--- config.mk ---
export PLATFORM = sky130hd
export DESIGN_NAME = data_eeprom_access_ctrl
export DESIGN_NICKNAME = d
export VERILOG_FILES = /design/src/shared/nv_access_pkg.sv /design/src/hdl/data_eeprom_access_ctrl.sv
export SDC_FILE = /design/constraint.sdc
export NUM_CORES = 1
export LEC_CHECK = 0
export ABC_CLOCK_PERIOD_IN_PS = 6800
export BUFFER_PORTS_ARGS = -buffer_cell sky130_fd_sc_hd__buf_4
export CAP_MARGIN = 0
export CORE_AREA = 10 10 215 217
export DETAILED_ROUTE_END_ITERATION = 16
export DIE_AREA = 0 0 225 227
export PLACE_DENSITY_LB_ADDON = 0.05
export SLEW_MARGIN = 10
export SYNTH_ARGS = -nofsm -noshare
export SYNTH_HDL_FRONTEND = slang
export SYNTH_SLANG_ARGS = --single-unit
--- constraint.sdc ---
create_clock -name ref_clk -period 6.8 [get_ports ref_clk]
set_clock_uncertainty 0.05 [all_clocks]
set_input_delay 0.68 -clock ref_clk [delete_from_list [all_inputs] [get_ports ref_clk]]
set_output_delay 0.68 -clock ref_clk [all_outputs]
set_load 0.1 [all_outputs]
--- src/shared/nv_access_pkg.sv ---
// Constants and carrier types for the data EEPROM access controller.
// Assumes a single 100 MHz core clock and an 8-bit special function register port.
package nv_access_pkg;

    localparam int CLK_PERIOD_NS = 10;
    localparam int WRITE_TIME_NS = 4000;
    localparam int WRITE_CYCLES  = (WRITE_TIME_NS + CLK_PERIOD_NS - 1) / CLK_PERIOD_NS;
    localparam int READ_CYCLES   = 2;
    localparam int CNT_W         = 16;

    localparam int NV_DEPTH = 64;
    localparam int LOC_W    = 6;

    // Sector 0 special function register offsets
    localparam logic [7:0] ADDR_POINTER1_LOW  = 8'h01;
    localparam logic [7:0] ADDR_POINTER1_HIGH = 8'h02;
    localparam logic [7:0] ADDR_INDIRECT1     = 8'h03;
    localparam logic [7:0] ADDR_POINTER2_LOW  = 8'h04;
    localparam logic [7:0] ADDR_POINTER2_HIGH = 8'h05;
    localparam logic [7:0] ADDR_INDIRECT2     = 8'h06;
    localparam logic [7:0] ADDR_NV_LOCATION   = 8'h1A;
    localparam logic [7:0] ADDR_NV_BYTE       = 8'h1B;
    localparam logic [7:0] ADDR_IRQ_CTRL      = 8'h1C;

    // Sector 1 position of the control register, reached only indirectly
    localparam logic [7:0] CTRL_SECTOR = 8'h01;
    localparam logic [7:0] CTRL_OFFSET = 8'h40;

    // Control register fields
    localparam int BIT_FETCH_LAUNCH   = 0;
    localparam int BIT_FETCH_PERMIT   = 1;
    localparam int BIT_PROGRAM_LAUNCH = 2;
    localparam int BIT_PROGRAM_PERMIT = 3;
    localparam logic [7:0] CTRL_IMPL_MASK = 8'h0F;
    localparam logic [7:0] CTRL_RESET     = 8'h00;
    localparam logic [7:0] LOC_MASK       = 8'h3F;

    // Interrupt control register fields
    localparam int BIT_NV_MASK    = 0;
    localparam int BIT_MF_ENABLE  = 1;
    localparam int BIT_NV_PENDING = 2;
    localparam int BIT_MF_PENDING = 3;

    typedef struct packed {
        logic [7:0] addr;
        logic       wr;
        logic [7:0] wdata;
    } sfr_req_t;

    typedef enum logic [1:0] {ST_IDLE, ST_FETCH, ST_PROGRAM} nv_state_t;

endpackage

--- src/hdl/data_eeprom_access_ctrl.sv ---
// Data EEPROM access controller: location, byte, pointer and control registers plus a 64x8 array.
// Assumes the core presents one register access per cycle, synchronous to ref_clk.
`timescale 1ns/1ps
`default_nettype none

// What this block does
// - Control bits 7 to 4 read zero, writes there ignored.
// - Program permit resets zero; while zero no program cycle starts.
// - Program launch starts a cycle; hardware clears it at completion.
// - Program launch with permit clear starts no cycle; only the permit bits written with it are stored.
// - Fetch permit resets zero; while zero no fetch cycle starts.
// - Fetch launch starts a cycle; hardware clears it at completion.
// - Fetch launch with permit clear starts no cycle; only the permit bits written with it are stored.
// - Fetched byte is in the byte register when fetch launch clears.
// - Byte register holds fetched value until next fetch or a software write to it.
// - Program completion shown by launch clearing, timed by internal timer.
// - Power-on clears program permit.
// - Power-on zeroes both pointer pairs.
// - Program end sets the EEPROM pending flag and shared flag.
// - Vector request needs gate, mask, shared enable and stack not full.
// - Service clears only the shared flag; software clears EEPROM flag.
// - Array of sixty-four bytes, single-byte transfers.
// - Location register six bits; upper two read zero.
// - Control register only at sector 1 offset 40H via pointers.
module data_eeprom_access_ctrl
    import nv_access_pkg::*;
#(
    parameter int PROGRAM_CYCLES = WRITE_CYCLES
) (
    input  wire logic                    ref_clk,
    input  wire logic                    sys_rst,
    input  wire nv_access_pkg::sfr_req_t sfr_req,
    output logic [7:0]                   sfr_rdata,
    output logic                         sfr_hit,
    input  wire logic                    global_irq_gate,
    input  wire logic                    stack_full,
    input  wire logic                    irq_service,
    input  wire logic                    power_down,
    output logic                         irq_vector_req,
    output logic                         nv_busy
);
    import nv_access_pkg::*;

    ////////////////////////////////////////////////////////////////////////////
    // Registers

    logic [7:0]       pointer1_low_reg;
    logic [7:0]       pointer1_high_reg;
    logic [7:0]       pointer2_low_reg;
    logic [7:0]       pointer2_high_reg;
    logic [LOC_W-1:0] nv_location_reg;
    logic [7:0]       nv_byte_reg;
    logic [7:0]       nv_byte_next;
    logic [3:0]       ctrl_reg;
    logic [3:0]       ctrl_next;
    logic             nv_irq_mask_bit_reg;
    logic             mf_enable_reg;
    logic             nv_irq_pending_reg;
    logic             mf_pending_reg;
    logic [7:0]       rdata_reg;
    logic             hit_reg;
    nv_state_t        state_reg;
    nv_state_t        state_next;
    logic [CNT_W-1:0] cnt_reg;
    logic [CNT_W-1:0] cnt_next;
    logic [7:0]       nv_array [NV_DEPTH];

    function automatic logic is_ctrl(input logic [7:0] hi, input logic [7:0] lo);
        return (hi == CTRL_SECTOR) && (lo == CTRL_OFFSET);
    endfunction

    ////////////////////////////////////////////////////////////////////////////
    // Address decode

    wire sel_p1l  = sfr_req.addr == ADDR_POINTER1_LOW;
    wire sel_p1h  = sfr_req.addr == ADDR_POINTER1_HIGH;
    wire sel_p2l  = sfr_req.addr == ADDR_POINTER2_LOW;
    wire sel_p2h  = sfr_req.addr == ADDR_POINTER2_HIGH;
    wire sel_loc  = sfr_req.addr == ADDR_NV_LOCATION;
    wire sel_byte = sfr_req.addr == ADDR_NV_BYTE;
    wire sel_irq  = sfr_req.addr == ADDR_IRQ_CTRL;
    wire sel_ind1 = sfr_req.addr == ADDR_INDIRECT1;
    wire sel_ind2 = sfr_req.addr == ADDR_INDIRECT2;
    wire ind_ctrl = (sel_ind1 && is_ctrl(pointer1_high_reg, pointer1_low_reg))
                 || (sel_ind2 && is_ctrl(pointer2_high_reg, pointer2_low_reg));
    wire ctrl_wr  = sfr_req.wr && ind_ctrl;

    wire [3:0] ctrl_wdata    = sfr_req.wdata[3:0] & CTRL_IMPL_MASK[3:0];
    wire       req_fetch     = ctrl_wr && ctrl_wdata[BIT_FETCH_LAUNCH];
    wire       req_program   = ctrl_wr && ctrl_wdata[BIT_PROGRAM_LAUNCH];
    wire       both_launch   = req_fetch && req_program;
    wire       start_fetch   = (state_reg == ST_IDLE) && req_fetch && !both_launch
                            && ctrl_reg[BIT_FETCH_PERMIT];
    wire       start_program = (state_reg == ST_IDLE) && req_program && !both_launch
                            && ctrl_reg[BIT_PROGRAM_PERMIT];
    wire       cnt_done      = cnt_reg == '0;
    wire       fetch_end     = (state_reg == ST_FETCH) && cnt_done;
    wire       program_end   = (state_reg == ST_PROGRAM) && cnt_done && !power_down;
    wire       op_abort      = (state_reg != ST_IDLE) && power_down;

    wire [7:0] ctrl_rd = {4'h0, ctrl_reg};
    wire [7:0] irq_rd  = {4'h0, mf_pending_reg, nv_irq_pending_reg, mf_enable_reg, nv_irq_mask_bit_reg};
    wire [7:0] rd_mux  = sel_p1l  ? pointer1_low_reg :
                         sel_p1h  ? pointer1_high_reg :
                         sel_p2l  ? pointer2_low_reg :
                         sel_p2h  ? pointer2_high_reg :
                         sel_loc  ? {2'b00, nv_location_reg} :
                         sel_byte ? nv_byte_reg :
                         sel_irq  ? irq_rd :
                         ind_ctrl ? ctrl_rd : 8'h00;
    wire       rd_hit  = sel_p1l || sel_p1h || sel_p2l || sel_p2h || sel_loc || sel_byte
                      || sel_irq || ind_ctrl;

    ////////////////////////////////////////////////////////////////////////////
    // Cycle sequencer

    always_comb begin
        state_next = state_reg;
        cnt_next   = cnt_done ? cnt_reg : cnt_reg - 1'b1;
        ctrl_next  = ctrl_reg;
        if (ctrl_wr) begin
            ctrl_next[BIT_FETCH_PERMIT]   = ctrl_wdata[BIT_FETCH_PERMIT];
            ctrl_next[BIT_PROGRAM_PERMIT] = ctrl_wdata[BIT_PROGRAM_PERMIT];
        end
        case (state_reg)
            ST_IDLE: begin
                if (start_fetch) begin
                    state_next                  = ST_FETCH;
                    cnt_next                    = CNT_W'(READ_CYCLES - 1);
                    ctrl_next[BIT_FETCH_LAUNCH] = 1'b1;
                end else if (start_program) begin
                    state_next                    = ST_PROGRAM;
                    cnt_next                      = CNT_W'(PROGRAM_CYCLES - 1);
                    ctrl_next[BIT_PROGRAM_LAUNCH] = 1'b1;
                end
            end
            ST_FETCH: begin
                if (fetch_end || op_abort) begin
                    state_next                  = ST_IDLE;
                    ctrl_next[BIT_FETCH_LAUNCH] = 1'b0;
                end
            end
            ST_PROGRAM: begin
                if (program_end || op_abort) begin
                    state_next                    = ST_IDLE;
                    ctrl_next[BIT_PROGRAM_LAUNCH] = 1'b0;
                end
            end
            default: state_next = ST_IDLE;
        endcase
    end

    // Fetch result loads on the same edge that clears the launch bit
    always_comb begin
        nv_byte_next = nv_byte_reg;
        if (sfr_req.wr && sel_byte) begin
            nv_byte_next = sfr_req.wdata;
        end
        if (fetch_end && !power_down) begin
            nv_byte_next = nv_array[nv_location_reg];
        end
    end

    always_ff @(posedge ref_clk or posedge sys_rst) begin
        if (sys_rst) begin
            state_reg <= ST_IDLE;
            cnt_reg   <= '0;
            ctrl_reg  <= CTRL_RESET[3:0];
        end else begin
            state_reg <= state_next;
            cnt_reg   <= cnt_next;
            ctrl_reg  <= ctrl_next;
        end
    end

    always_ff @(posedge ref_clk) begin
        if (program_end) begin
            nv_array[nv_location_reg] <= nv_byte_reg;
        end
    end

    ////////////////////////////////////////////////////////////////////////////
    // Register file

    always_ff @(posedge ref_clk or posedge sys_rst) begin
        if (sys_rst) begin
            pointer1_low_reg  <= 8'h00;
            pointer1_high_reg <= 8'h00;
            pointer2_low_reg  <= 8'h00;
            pointer2_high_reg <= 8'h00;
            nv_location_reg   <= '0;
            nv_byte_reg       <= 8'h00;
        end else begin
            if (sfr_req.wr && sel_p1l) pointer1_low_reg <= sfr_req.wdata;
            if (sfr_req.wr && sel_p1h) pointer1_high_reg <= sfr_req.wdata;
            if (sfr_req.wr && sel_p2l) pointer2_low_reg <= sfr_req.wdata;
            if (sfr_req.wr && sel_p2h) pointer2_high_reg <= sfr_req.wdata;
            if (sfr_req.wr && sel_loc) nv_location_reg <= LOC_W'(sfr_req.wdata & LOC_MASK);
            nv_byte_reg <= nv_byte_next;
        end
    end

    ////////////////////////////////////////////////////////////////////////////
    // Interrupt flags, hardware set wins over clear

    always_ff @(posedge ref_clk or posedge sys_rst) begin
        if (sys_rst) begin
            nv_irq_mask_bit_reg <= 1'b0;
            mf_enable_reg       <= 1'b0;
            nv_irq_pending_reg  <= 1'b0;
            mf_pending_reg      <= 1'b0;
        end else begin
            if (sfr_req.wr && sel_irq) begin
                nv_irq_mask_bit_reg <= sfr_req.wdata[BIT_NV_MASK];
                mf_enable_reg       <= sfr_req.wdata[BIT_MF_ENABLE];
                nv_irq_pending_reg  <= sfr_req.wdata[BIT_NV_PENDING];
                mf_pending_reg      <= sfr_req.wdata[BIT_MF_PENDING];
            end else if (irq_service) begin
                mf_pending_reg <= 1'b0;
            end
            if (program_end) begin
                nv_irq_pending_reg <= 1'b1;
                mf_pending_reg     <= 1'b1;
            end
        end
    end

    always_ff @(posedge ref_clk or posedge sys_rst) begin
        if (sys_rst) begin
            rdata_reg <= 8'h00;
            hit_reg   <= 1'b0;
        end else begin
            rdata_reg <= rd_mux;
            hit_reg   <= rd_hit;
        end
    end

    assign sfr_rdata      = rdata_reg;
    assign sfr_hit        = hit_reg;
    assign nv_busy        = state_reg != ST_IDLE;
    assign irq_vector_req = global_irq_gate && nv_irq_mask_bit_reg && mf_enable_reg
                         && mf_pending_reg && nv_irq_pending_reg && !stack_full;

endmodule

`default_nettype wire

======== Word level (Yosys, flattened, before mapping) ========
Memories as Yosys holds them, arrays and structs flattened.
Index checks and enable logic that the tools add are counted.
Widths: inputs -> output; s select.
operators by class
  multiplexer cells ....................... 33
  reductions and logical operators ........ 55
  eq/ne operators ......................... 21
  add/sub/neg operators ................... 1
operators by type and width
  cell                   number
  $mux 16                4
  $mux 8                 8
  $logic_and 1x1->1      31
  $eq 8x1->1 const B     3
  $eq 8x3->1 const B     3
  $eq 8x5->1 const B     3
  $eq 8x2->1 const B     2
  $eq 8x7->1 const B     2
  $logic_not 16->1       1
  $sub 16x1->16 const B  1
  $mux 1                 12
  $logic_or 1x1->1       10
  $reduce_bool 2->1      5
  $mux 2                 4
  $mux 4                 2
  $ne 2x2->1 const B     3
  $pmux 2 s3             1
  $reduce_and 3->1       2
  $ne 2x1->1 const B     2
  $pmux 1 s2             2
  $reduce_and 4->1       1
  $logic_not 1->1        3
  $ne 3x3->1 const B     1
  $reduce_bool 3->1      1
  other kinds (3)        3
word-level totals
  memories kept ........................... 1
  logic and storage cells ................. 128
  output and inout port bits .............. 11
  register bits ........................... 81
  bits of input ports ..................... 23
  bits in writable memories ............... 512
memory list
  name      depth  width  read ports  clocked after Yosys merged registers in  wr ports  line                           text
  nv_array  64     8      1           0                                        1         data_eeprom_access_ctrl.sv:66  logic [7:0] nv_array [NV_DEPTH];

======== Depth between registers and ports, before layout ========
Gate-level depths: netlist of run 1.
  word-level depth ........................ 13
  gate-level depth with buffers ........... 10
  gate-level depth less buffers ........... 8

======== Worst setup path before layout of run 1 ========
OpenSTA, ideal clock, no wires.
  path type ............................... in2out
  from .................................... input port stack_full
  to ...................................... output port irq_vector_req
  slack ................................... 3.178 ns
  stages .................................. 1
  arrival time ............................ 2.892 ns
  path buffers ............................ 0
  cells stage by stage .................... nor3b_1
on the way
  word-level cells in the longest chain between the ends .. 2
ends and longest elaborated chain
  item               line                            text
  from (decl)        data_eeprom_access_ctrl.sv:36   input wire logic stack_full,
  $logic_not 1->1    data_eeprom_access_ctrl.sv:242  && mf_pending_reg && nv_irq_pending_reg && !stack_full;
  $logic_and 1x1->1  data_eeprom_access_ctrl.sv:242
  to (decl)          data_eeprom_access_ctrl.sv:39   output logic irq_vector_req,
No other way between the ends.

======== Final worst setup path of run 1 ========
  from .................................... register nv_location_reg[1]
  to ...................................... memory nv_array[14][3] (enable)
RTL lines
  item                    line                            text
  from (decl)             data_eeprom_access_ctrl.sv:51   logic [LOC_W-1:0] nv_location_reg;
  from (signal assigned)  data_eeprom_access_ctrl.sv:198  if (sfr_req.wr && sel_loc) nv_location_reg <= LOC_W'(sfr_req.wdata & LOC_MASK);
  to (decl)               data_eeprom_access_ctrl.sv:66
No word-level cell before the write port.

==> flow_metrics.tcl, run 1 <==
set metrics [dict create \
    outcome "finished clean" \
    design.portCount 34 \
    regToRegSetupSlack_ns 2.67 \
    fin_crit_sh_pct 60.7 \
    irDropWorstVdd_v 0.000266 \
    final_weighted_congestion_of_routability_driven_global_placement 0.942 \
    synth_largest_area_cell "sky130_fd_sc_hd__edfxtp_1" \
    clock_tree.htree_level_count 2 \
    signal_arrival_time_at_the_worst_endpoint_ns 4.31 \
    r2r_cells 4 \
    grt_max_degree 67 \
    p_leak_uw 0.00915 \
    syn-num-nets 1503 \
    grt_antenna_before_repair 0 \
    count_of_final_max_slew_check_failures 0 \
    clock_tree.buffer_depth 3 \
    synth_area_mm2 0.0241 \
    pre_cts_slack_ns 2.82 \
    first_pass_grt_wire_length_mm 95.9 \
    global_route_usage_over_all_layers_pct 25.7 \
    pwr_density_cell_mw_per_mm2 303 \
    drt-wirelength-per-cell_um 31.1 \
    post-cts-setup-buffers 0 \
    netlist_instances 1478 \
    detail_route.vias_per_cell 6.79 \
    synthDominantCellAreaShare_pct 63.9 \
    timing.hold.ws_ns 0.324 \
    grt_setup_unrepaired "false" \
    synth-edff-count 512 \
    worst_setup_slack_after_layout_ns 2.67 \
    crit-reg2reg-capture "nv_array[14][3]" \
    floorplan.die_area_mm2 0.0511 \
    drt_initial_violations 2000 \
    endpoint_kind "flop" \
    seq_area_mm2 0.0174 \
    setup-violations-final 0 \
    finalNetCount 1537 \
    drt_first_pass_iters 6 \
    count_of_non_filler_cells_in_the_finished_layout 2099 \
    num_rows 75 \
    post_synth_num_cell_types 70 \
    worstPathMaxFanout 47 \
    tns_ns 0 \
    path_clk_slew_ns 0.06 \
    place.detailed.instances 1989 \
    largest_register_ffs 512 \
    num_vias 14300 \
    drc 0 \
    ys.warnings.count 0 \
    numClockSinks 593 \
    worstHoldPathType "in2reg" \
    num_antenna_cells 0 \
    detail-route-antenna-nets 0 \
    tritoncts_clock_tree "built" \
    drive_above_1_share_pct 20.1 \
    cts_root_buf "sky130_fd_sc_hd__clkbuf_16" \
    clock_latency_ns 0.63 \
    buffer_ports.inserted 33 \
    timing.max_slew.rel_slack_pct 25.8 \
    grt-ovfl-total 0 \
    area.growth.synth_to_final_pct 11.9 \
    crit_path_start "nv_location_reg[1]" \
    initial_core_util_pct 57.7 \
    clock_buffer_count_from_cts 59 \
    max-cap-violations 0 \
    core_region_area_mm2 0.0418 \
    min_delay_path_depth 2 \
    fp.dieW_um 225 \
    share_of_synthesized_registers_carrying_an_async_set_or_reset_pct 13.7 \
    synth.yosys.seq_area_share_pct 72.3 \
    finalCriticalPeriod_ns 4.13 \
    die_h_um 227 \
    place_hpwl_mm 40.3 \
    worst_pin_slew_ns 1.11 \
    start_kind "flop" \
    netlist_top_cells_area "sky130_fd_sc_hd__edfxtp_1 (64%), sky130_fd_sc_hd__dfrtp_1 (8.4%), sky130_fd_sc_hd__mux4_2 (4.9%)" \
    maximum_clock_frequency_mhz 242 \
    count_of_final_hold_check_violations 0 \
    synth_seq_cells 593 \
    crit-reg2reg-launch "nv_location_reg[1]" \
    filler_cells_inserted 2914 \
    synthFlopType "sky130_fd_sc_hd__edfxtp_1" \
    postRouteWirelength_mm 65.3 \
    via_count_of_the_first_global_routing_pass 14000 \
    crit_required_ns 6.99 \
    worstSetupEndpoint "nv_array[14][3]" \
    syn_avg_cell_area_um2 16.3 \
    multiInputGateArea_mm2 0.00625 \
    timing_worst_setup_path_type "reg2reg" \
]
-- synthesized netlist by cell type (all sizes together) (6+ instances only) --
library cell / count
inv: 10
nand4: 9
a211oi: 13
a22o: 11
clkbuf: 42
o21ai: 39
edfxtp: 512
nor2: 131
nor3: 13
mux4: 52
nor2b: 11
o2bb2ai: 8
a22oi: 34
mux2: 84
buf: 46
a221oi: 55
nand3: 25
nor3b: 6
o22ai: 21
and2: 13
mux2i: 36
nand2b: 12
dfrtp: 81
and3: 8
a21oi: 46
a221o: 9
nor4: 8
a31oi: 11
nand2: 56
xnor2: 7
-- cells by family (layout without fill, tap and decap cells) --
family	Yosys count	in the layout	synth area share, %
buffers and inverters	99	181	1.80
AO/OA/AOI/OAI	280	280	8.36
AND/OR/NAND/NOR	320	320	6.61
multiplexers	172	172	10.4
adder cells (fa/ha/maj)	2	2	0.104
flip-flops	593	593	72.3
XOR/XNOR	12	12	0.437
-- layout make-up --
cell class | instances | area share [%]
Multi-Input combinational cell | 786 | 23.2
Sequential cell | 593 | 64.7
Clock buffer | 71 | 5.76
Clock inverter | 38 | 1.99
Inverter | 11 | 0.158
Tap cell | 539 | 2.50
Timing Repair Buffer | 61 | 1.71
-- cells in the final DEF (no fill, tap or decap), types with 21 or more instances in the layout --
master                      count
sky130_fd_sc_hd__mux2i_1       36
sky130_fd_sc_hd__mux4_2        52
sky130_fd_sc_hd__o21ai_0       39
sky130_fd_sc_hd__a22oi_1       34
sky130_fd_sc_hd__a221oi_1      55
sky130_fd_sc_hd__edfxtp_1     512
sky130_fd_sc_hd__mux2_2        76
sky130_fd_sc_hd__a21oi_1       46
sky130_fd_sc_hd__o22ai_1       21
sky130_fd_sc_hd__buf_4         60
sky130_fd_sc_hd__dfrtp_1       70
sky130_fd_sc_hd__nand3_1       25
sky130_fd_sc_hd__nor2_1       130
sky130_fd_sc_hd__nand2_1       55
sky130_fd_sc_hd__clkbuf_16     60
-- routing by layer --
| layer | share of wire, % | vias to the layer above | global-route usage [%] |
|---|---|---|---|
| met5 | 0.057 | - | 0 |
| li1 | - | 5975 | - |
| met4 | 3.8 | 2 | 10.6 |
| met3 | 10 | 149 | 6.25 |
| met2 | 48 | 851 | 40.6 |
| met1 | 38 | 7276 | 33.9 |
-- critical path, cell delays in order, from the launching register on --
cell and delay, ns:
sky130_fd_sc_hd__dfrtp_4 0.88, sky130_fd_sc_hd__nor2b_1 0.80, sky130_fd_sc_hd__buf_4 0.38, sky130_fd_sc_hd__nand3_1 0.69, sky130_fd_sc_hd__nor2_1 0.92
-- worst min-delay path by stage --
stage / from / endpoint / slack (ns)
final: sfr_req[7] / pointer1_high_reg[7] / 0.32
after global placement: pointer2_low_reg[2] / pointer2_low_reg[2] / 0.45
after global routing: sfr_req[7] / pointer1_high_reg[7] / 0.31
after floorplan: pointer1_low_reg[6] / sfr_rdata[6] / 0.41
after CTS: sfr_req[7] / pointer2_high_reg[7] / 0.30
after detailed placement: pointer2_low_reg[2] / pointer2_low_reg[2] / 0.46
-- power by group --
part           switching (uW)  internal [uW]
sequential               89.2           4030
combinational             362            179
clock                    1380           2120
total                    1830           6330
-- stage by stage --
| step | area (um2) | utilization (%) | total power (uW) |
|---|---|---|---|
| 2_1_floorplan | 24100 | - | 4480 |
| 3_3_place_gp | 24800 | 59.5 | 4720 |
| 3_5_place_dp | 24800 | 59.5 | 4730 |
| 4_1_cts | 26900 | 64.5 | 8180 |
| 5_1_grt | 26900 | 64.5 | 8370 |
| 6_report | 26900 | 64.5 | 8160 |
-- repair_timing --
item,CTS,global route
hold buffers,1,0
resized for setup,0,0
endpoints found under the hold margin,19,0
Note: power is estimated with default switching activity, not from simulation.
==> run 2: changes to the inputs <==
--- a/config.mk
+++ b/config.mk
@@ -5,12 +5,13 @@
 export SDC_FILE = /design/constraint.sdc
 export NUM_CORES = 1
 export LEC_CHECK = 0
-export ABC_CLOCK_PERIOD_IN_PS = 6800
+export ABC_AREA = 1
+export ABC_CLOCK_PERIOD_IN_PS = 4090
 export BUFFER_PORTS_ARGS = -buffer_cell sky130_fd_sc_hd__buf_4
 export CAP_MARGIN = 0
-export CORE_AREA = 10 10 215 217
+export CORE_AREA = 10 10 221 223
 export DETAILED_ROUTE_END_ITERATION = 16
-export DIE_AREA = 0 0 225 227
+export DIE_AREA = 0 0 231 233
 export PLACE_DENSITY_LB_ADDON = 0.05
 export SLEW_MARGIN = 10
 export SYNTH_ARGS = -nofsm -noshare
==> constraint.sdc (replaced) <==
create_clock -name ref_clk -period 4.09 [get_ports ref_clk]
set_clock_uncertainty 0.05 [all_clocks]
set_input_delay 0.409 -clock ref_clk [delete_from_list [all_inputs] [get_ports ref_clk]]
set_output_delay 0.409 -clock ref_clk [all_outputs]
set_load 0.1 [all_outputs]
==> flow_metrics.tcl, run 2 <==
set metrics [dict create \
    outcome "finished clean" \
    count_of_final_hold_check_violations 0 \
    global_route_usage_over_all_layers_pct 23.9 \
    endpoint_kind "flop" \
    critical_path.max_stage_delay_ns 0.71 \
    crit_required_ns 4.29 \
    finalCriticalPeriod_ns 3.07 \
    grt_antenna_before_repair 0 \
    finalNetCount 2471 \
    post_cts_resized 0 \
    timing.max_slew.rel_slack_pct 18.8 \
    core_region_area_mm2 0.0441 \
    irDropWorstVdd_v 0.000384 \
    fin_crit_sh_pct 75.1 \
    worstHoldPathType "in2reg" \
    clock_tree.htree_level_count 2 \
    signal_arrival_time_at_the_worst_endpoint_ns 3.27 \
    regToRegSetupSlack_ns 1.02 \
    syn-num-nets 2451 \
    via_count_of_the_first_global_routing_pass 16800 \
    netlist_top_cells_area "sky130_fd_sc_hd__edfxtp_1 (60%), sky130_fd_sc_hd__nand2_1 (15%), sky130_fd_sc_hd__dfrtp_1 (8.0%)" \
    ys.warnings.count 0 \
    grt-ovfl-total 0 \
    buffer_ports.inserted 33 \
    detail-route-antenna-nets 0 \
    worst_setup_slack_after_layout_ns 1.02 \
    critical_path.slowest_cell "sky130_fd_sc_hd__nor2_1" \
    worstPathMaxFanout 8 \
    final_weighted_congestion_of_routability_driven_global_placement 0.897 \
    count_of_final_max_slew_check_failures 0 \
    initial_core_util_pct 57.6 \
    timing_worst_setup_path_type "reg2reg" \
    num_antenna_cells 0 \
    largest_register_ffs 512 \
    place_hpwl_mm 38.2 \
    fp.dieW_um 231 \
    area.growth.synth_to_final_pct 11.5 \
    worst_pin_slew_ns 1.22 \
    synth_area_mm2 0.0254 \
    pre_cts_slack_ns 1.05 \
    path_clk_slew_ns 0.06 \
    timing.hold.ws_ns 0.0407 \
    max-cap-violations 0 \
    crit_chain "inv_1, ha_1, inv_1, nor4_1, nand2_1, inv_2, nand2_4, inv_6, nand4_2, nor2_1" \
    detail_route.vias_per_cell 5.69 \
    synthDominantCellAreaShare_pct 60.4 \
    num_rows 77 \
    design.portCount 34 \
    p_leak_uw 0.0107 \
    postRouteWirelength_mm 64.6 \
    num_vias 17600 \
    drive_above_1_share_pct 8.94 \
    synth_largest_area_cell "sky130_fd_sc_hd__edfxtp_1" \
    clock_buffer_count_from_cts 60 \
    drt_first_pass_iters 6 \
    drt-wirelength-per-cell_um 20.9 \
    drc 0 \
    share_of_synthesized_registers_carrying_an_async_set_or_reset_pct 13.7 \
    syn_avg_cell_area_um2 10.5 \
    post-synth-top-count-cell "sky130_fd_sc_hd__nand2_1" \
    clock_tree.buffer_depth 3 \
    floorplan.die_area_mm2 0.0538 \
    tritoncts_clock_tree "built" \
    pwr_density_cell_mw_per_mm2 469 \
    critical_path_s_most_frequent_cell "sky130_fd_sc_hd__inv_1" \
    cts_root_buf "sky130_fd_sc_hd__clkbuf_16" \
    netlist_instances 2426 \
    post_synth_num_cell_types 41 \
    synth.yosys.seq_area_share_pct 68.4 \
    grt_setup_unrepaired "false" \
    most-common-layout-cells "sky130_fd_sc_hd__nand2_1 (1008), sky130_fd_sc_hd__edfxtp_1 (512), sky130_fd_sc_hd__a21oi_1 (201)" \
    start_kind "flop" \
    tns_ns 0 \
    synthFlopType "sky130_fd_sc_hd__edfxtp_1" \
    synth_seq_cells 593 \
    numClockSinks 593 \
    maximum_clock_frequency_mhz 326 \
    synth-edff-count 512 \
    setup-violations-final 0 \
    filler_cells_inserted 3573 \
    grt_max_degree 149 \
    die_h_um 233 \
    drt_initial_violations 1902 \
    first_pass_grt_wire_length_mm 99.1 \
    clock_latency_ns 0.63 \
    synthTopCellsByCount "sky130_fd_sc_hd__nand2_1 (1008), sky130_fd_sc_hd__edfxtp_1 (512), sky130_fd_sc_hd__a21oi_1 (201), sky130_fd_sc_hd__nor2_1 (158), sky130_fd_sc_hd__o21ai_1 (100)" \
    most_common_cell_after_layout_fill_and_taps_aside "sky130_fd_sc_hd__nand2_1" \
]
[run 2: cell types whose count changed after synthesis, moves of 54 or more]
| cell | delta |
|---|---|
| sky130_fd_sc_hd__a221oi_1 | -54 |
| sky130_fd_sc_hd__inv_1 | +54 |
| sky130_fd_sc_hd__o21ai_1 | +100 |
| sky130_fd_sc_hd__mux2_2 | -76 |
| sky130_fd_sc_hd__a21oi_1 | +155 |
| sky130_fd_sc_hd__nand2_1 | +953 |
[run 2: path summary, 6_finish.rpt]
| check | cells past startpoint | to | start |
|---|---|---|---|
| hold reg to reg | 2 | pointer2_low_reg[6] | pointer2_low_reg[6] |
| setup / recovery | 10 | nv_array[56][0] | cnt_reg[0] |
| min in group asynchronous | 3 | sfr_rdata[0] | sys_rst |
| hold / removal | 3 | mf_pending_reg | irq_service |
| max in group asynchronous | 4 | nv_location_reg[0] | sys_rst |
| setup reg to reg | 10 | nv_array[56][0] | cnt_reg[0] |
[run 2: metrics by stage]
step	util (%)	cell area, um2	power, uW	cells
2_1_floorplan	-	25400	7210	2426
3_3_place_gp	59.4	26200	7460	2975
3_5_place_dp	59.4	26200	7470	2975
4_1_cts	64.3	28400	13300	3086
5_1_grt	64.3	28400	13700	3086
6_report	64.3	28400	13300	3086
[run 2: final cells by class]
| class | instances | area, um2 | area share, % |
|---|---|---|---|
| clock buffers | 73 | 1630 | 5.75 |
| clock inverters | 37 | 524 | 1.85 |
| inverters | 73 | 290 | 1.02 |
| repair buffers | 71 | 586 | 2.06 |
| well taps | 592 | 741 | 2.61 |
| multi-input cells | 1647 | 7170 | 25.3 |
| flip-flops and latches | 593 | 17400 | 61.4 |
[run 2: per-layer routing]
metal / vias up / GRT usage, % / part of all wire, %
li1: 8286 / - / -
met1: 8476 / 33.8 / 44
met2: 699 / 37.9 / 47
met3: 103 / 3.39 / 7.4
met4: 0 / 7.52 / 2.3
met5: - / 0 / 0
[run 2: kinds of logic (layout without fill, tap and decap cells)]
group	Yosys count	count (layout)	synth area share, %
XOR/XNOR	7	7	0.241
buffers and inverters	186	254	3.39
AND/OR/NAND/NOR	1276	1276	20.6
adder cells (fa/ha/maj)	2	2	0.0984
flip-flops	593	593	68.4
AO/OA/AOI/OAI	362	362	7.28
[run 2: where the power goes]
| part | total [uW] | internal, uW | switching, uW |
|---|---|---|---|
| clock network | 5940 | 3640 | 2310 |
| logic | 654 | 175 | 479 |
| registers | 6700 | 6590 | 104 |
| total | 13300 | 10400 | 2890 |
[run 2: worst max-delay path, delay by kind of cell (launching register included)]
kind          cells  cell delay (ns)
fa+ha+maj         1             0.21
buf+inv           4             0.50
flops             1             0.38
simple gates      5             1.56
[run 2: what timing repair did]
action | 4_1_cts | 5_1_grt
endpoints found under the hold margin | 16 | 0
hold buffers | 1 | 0
setup buffers | 0 | 0
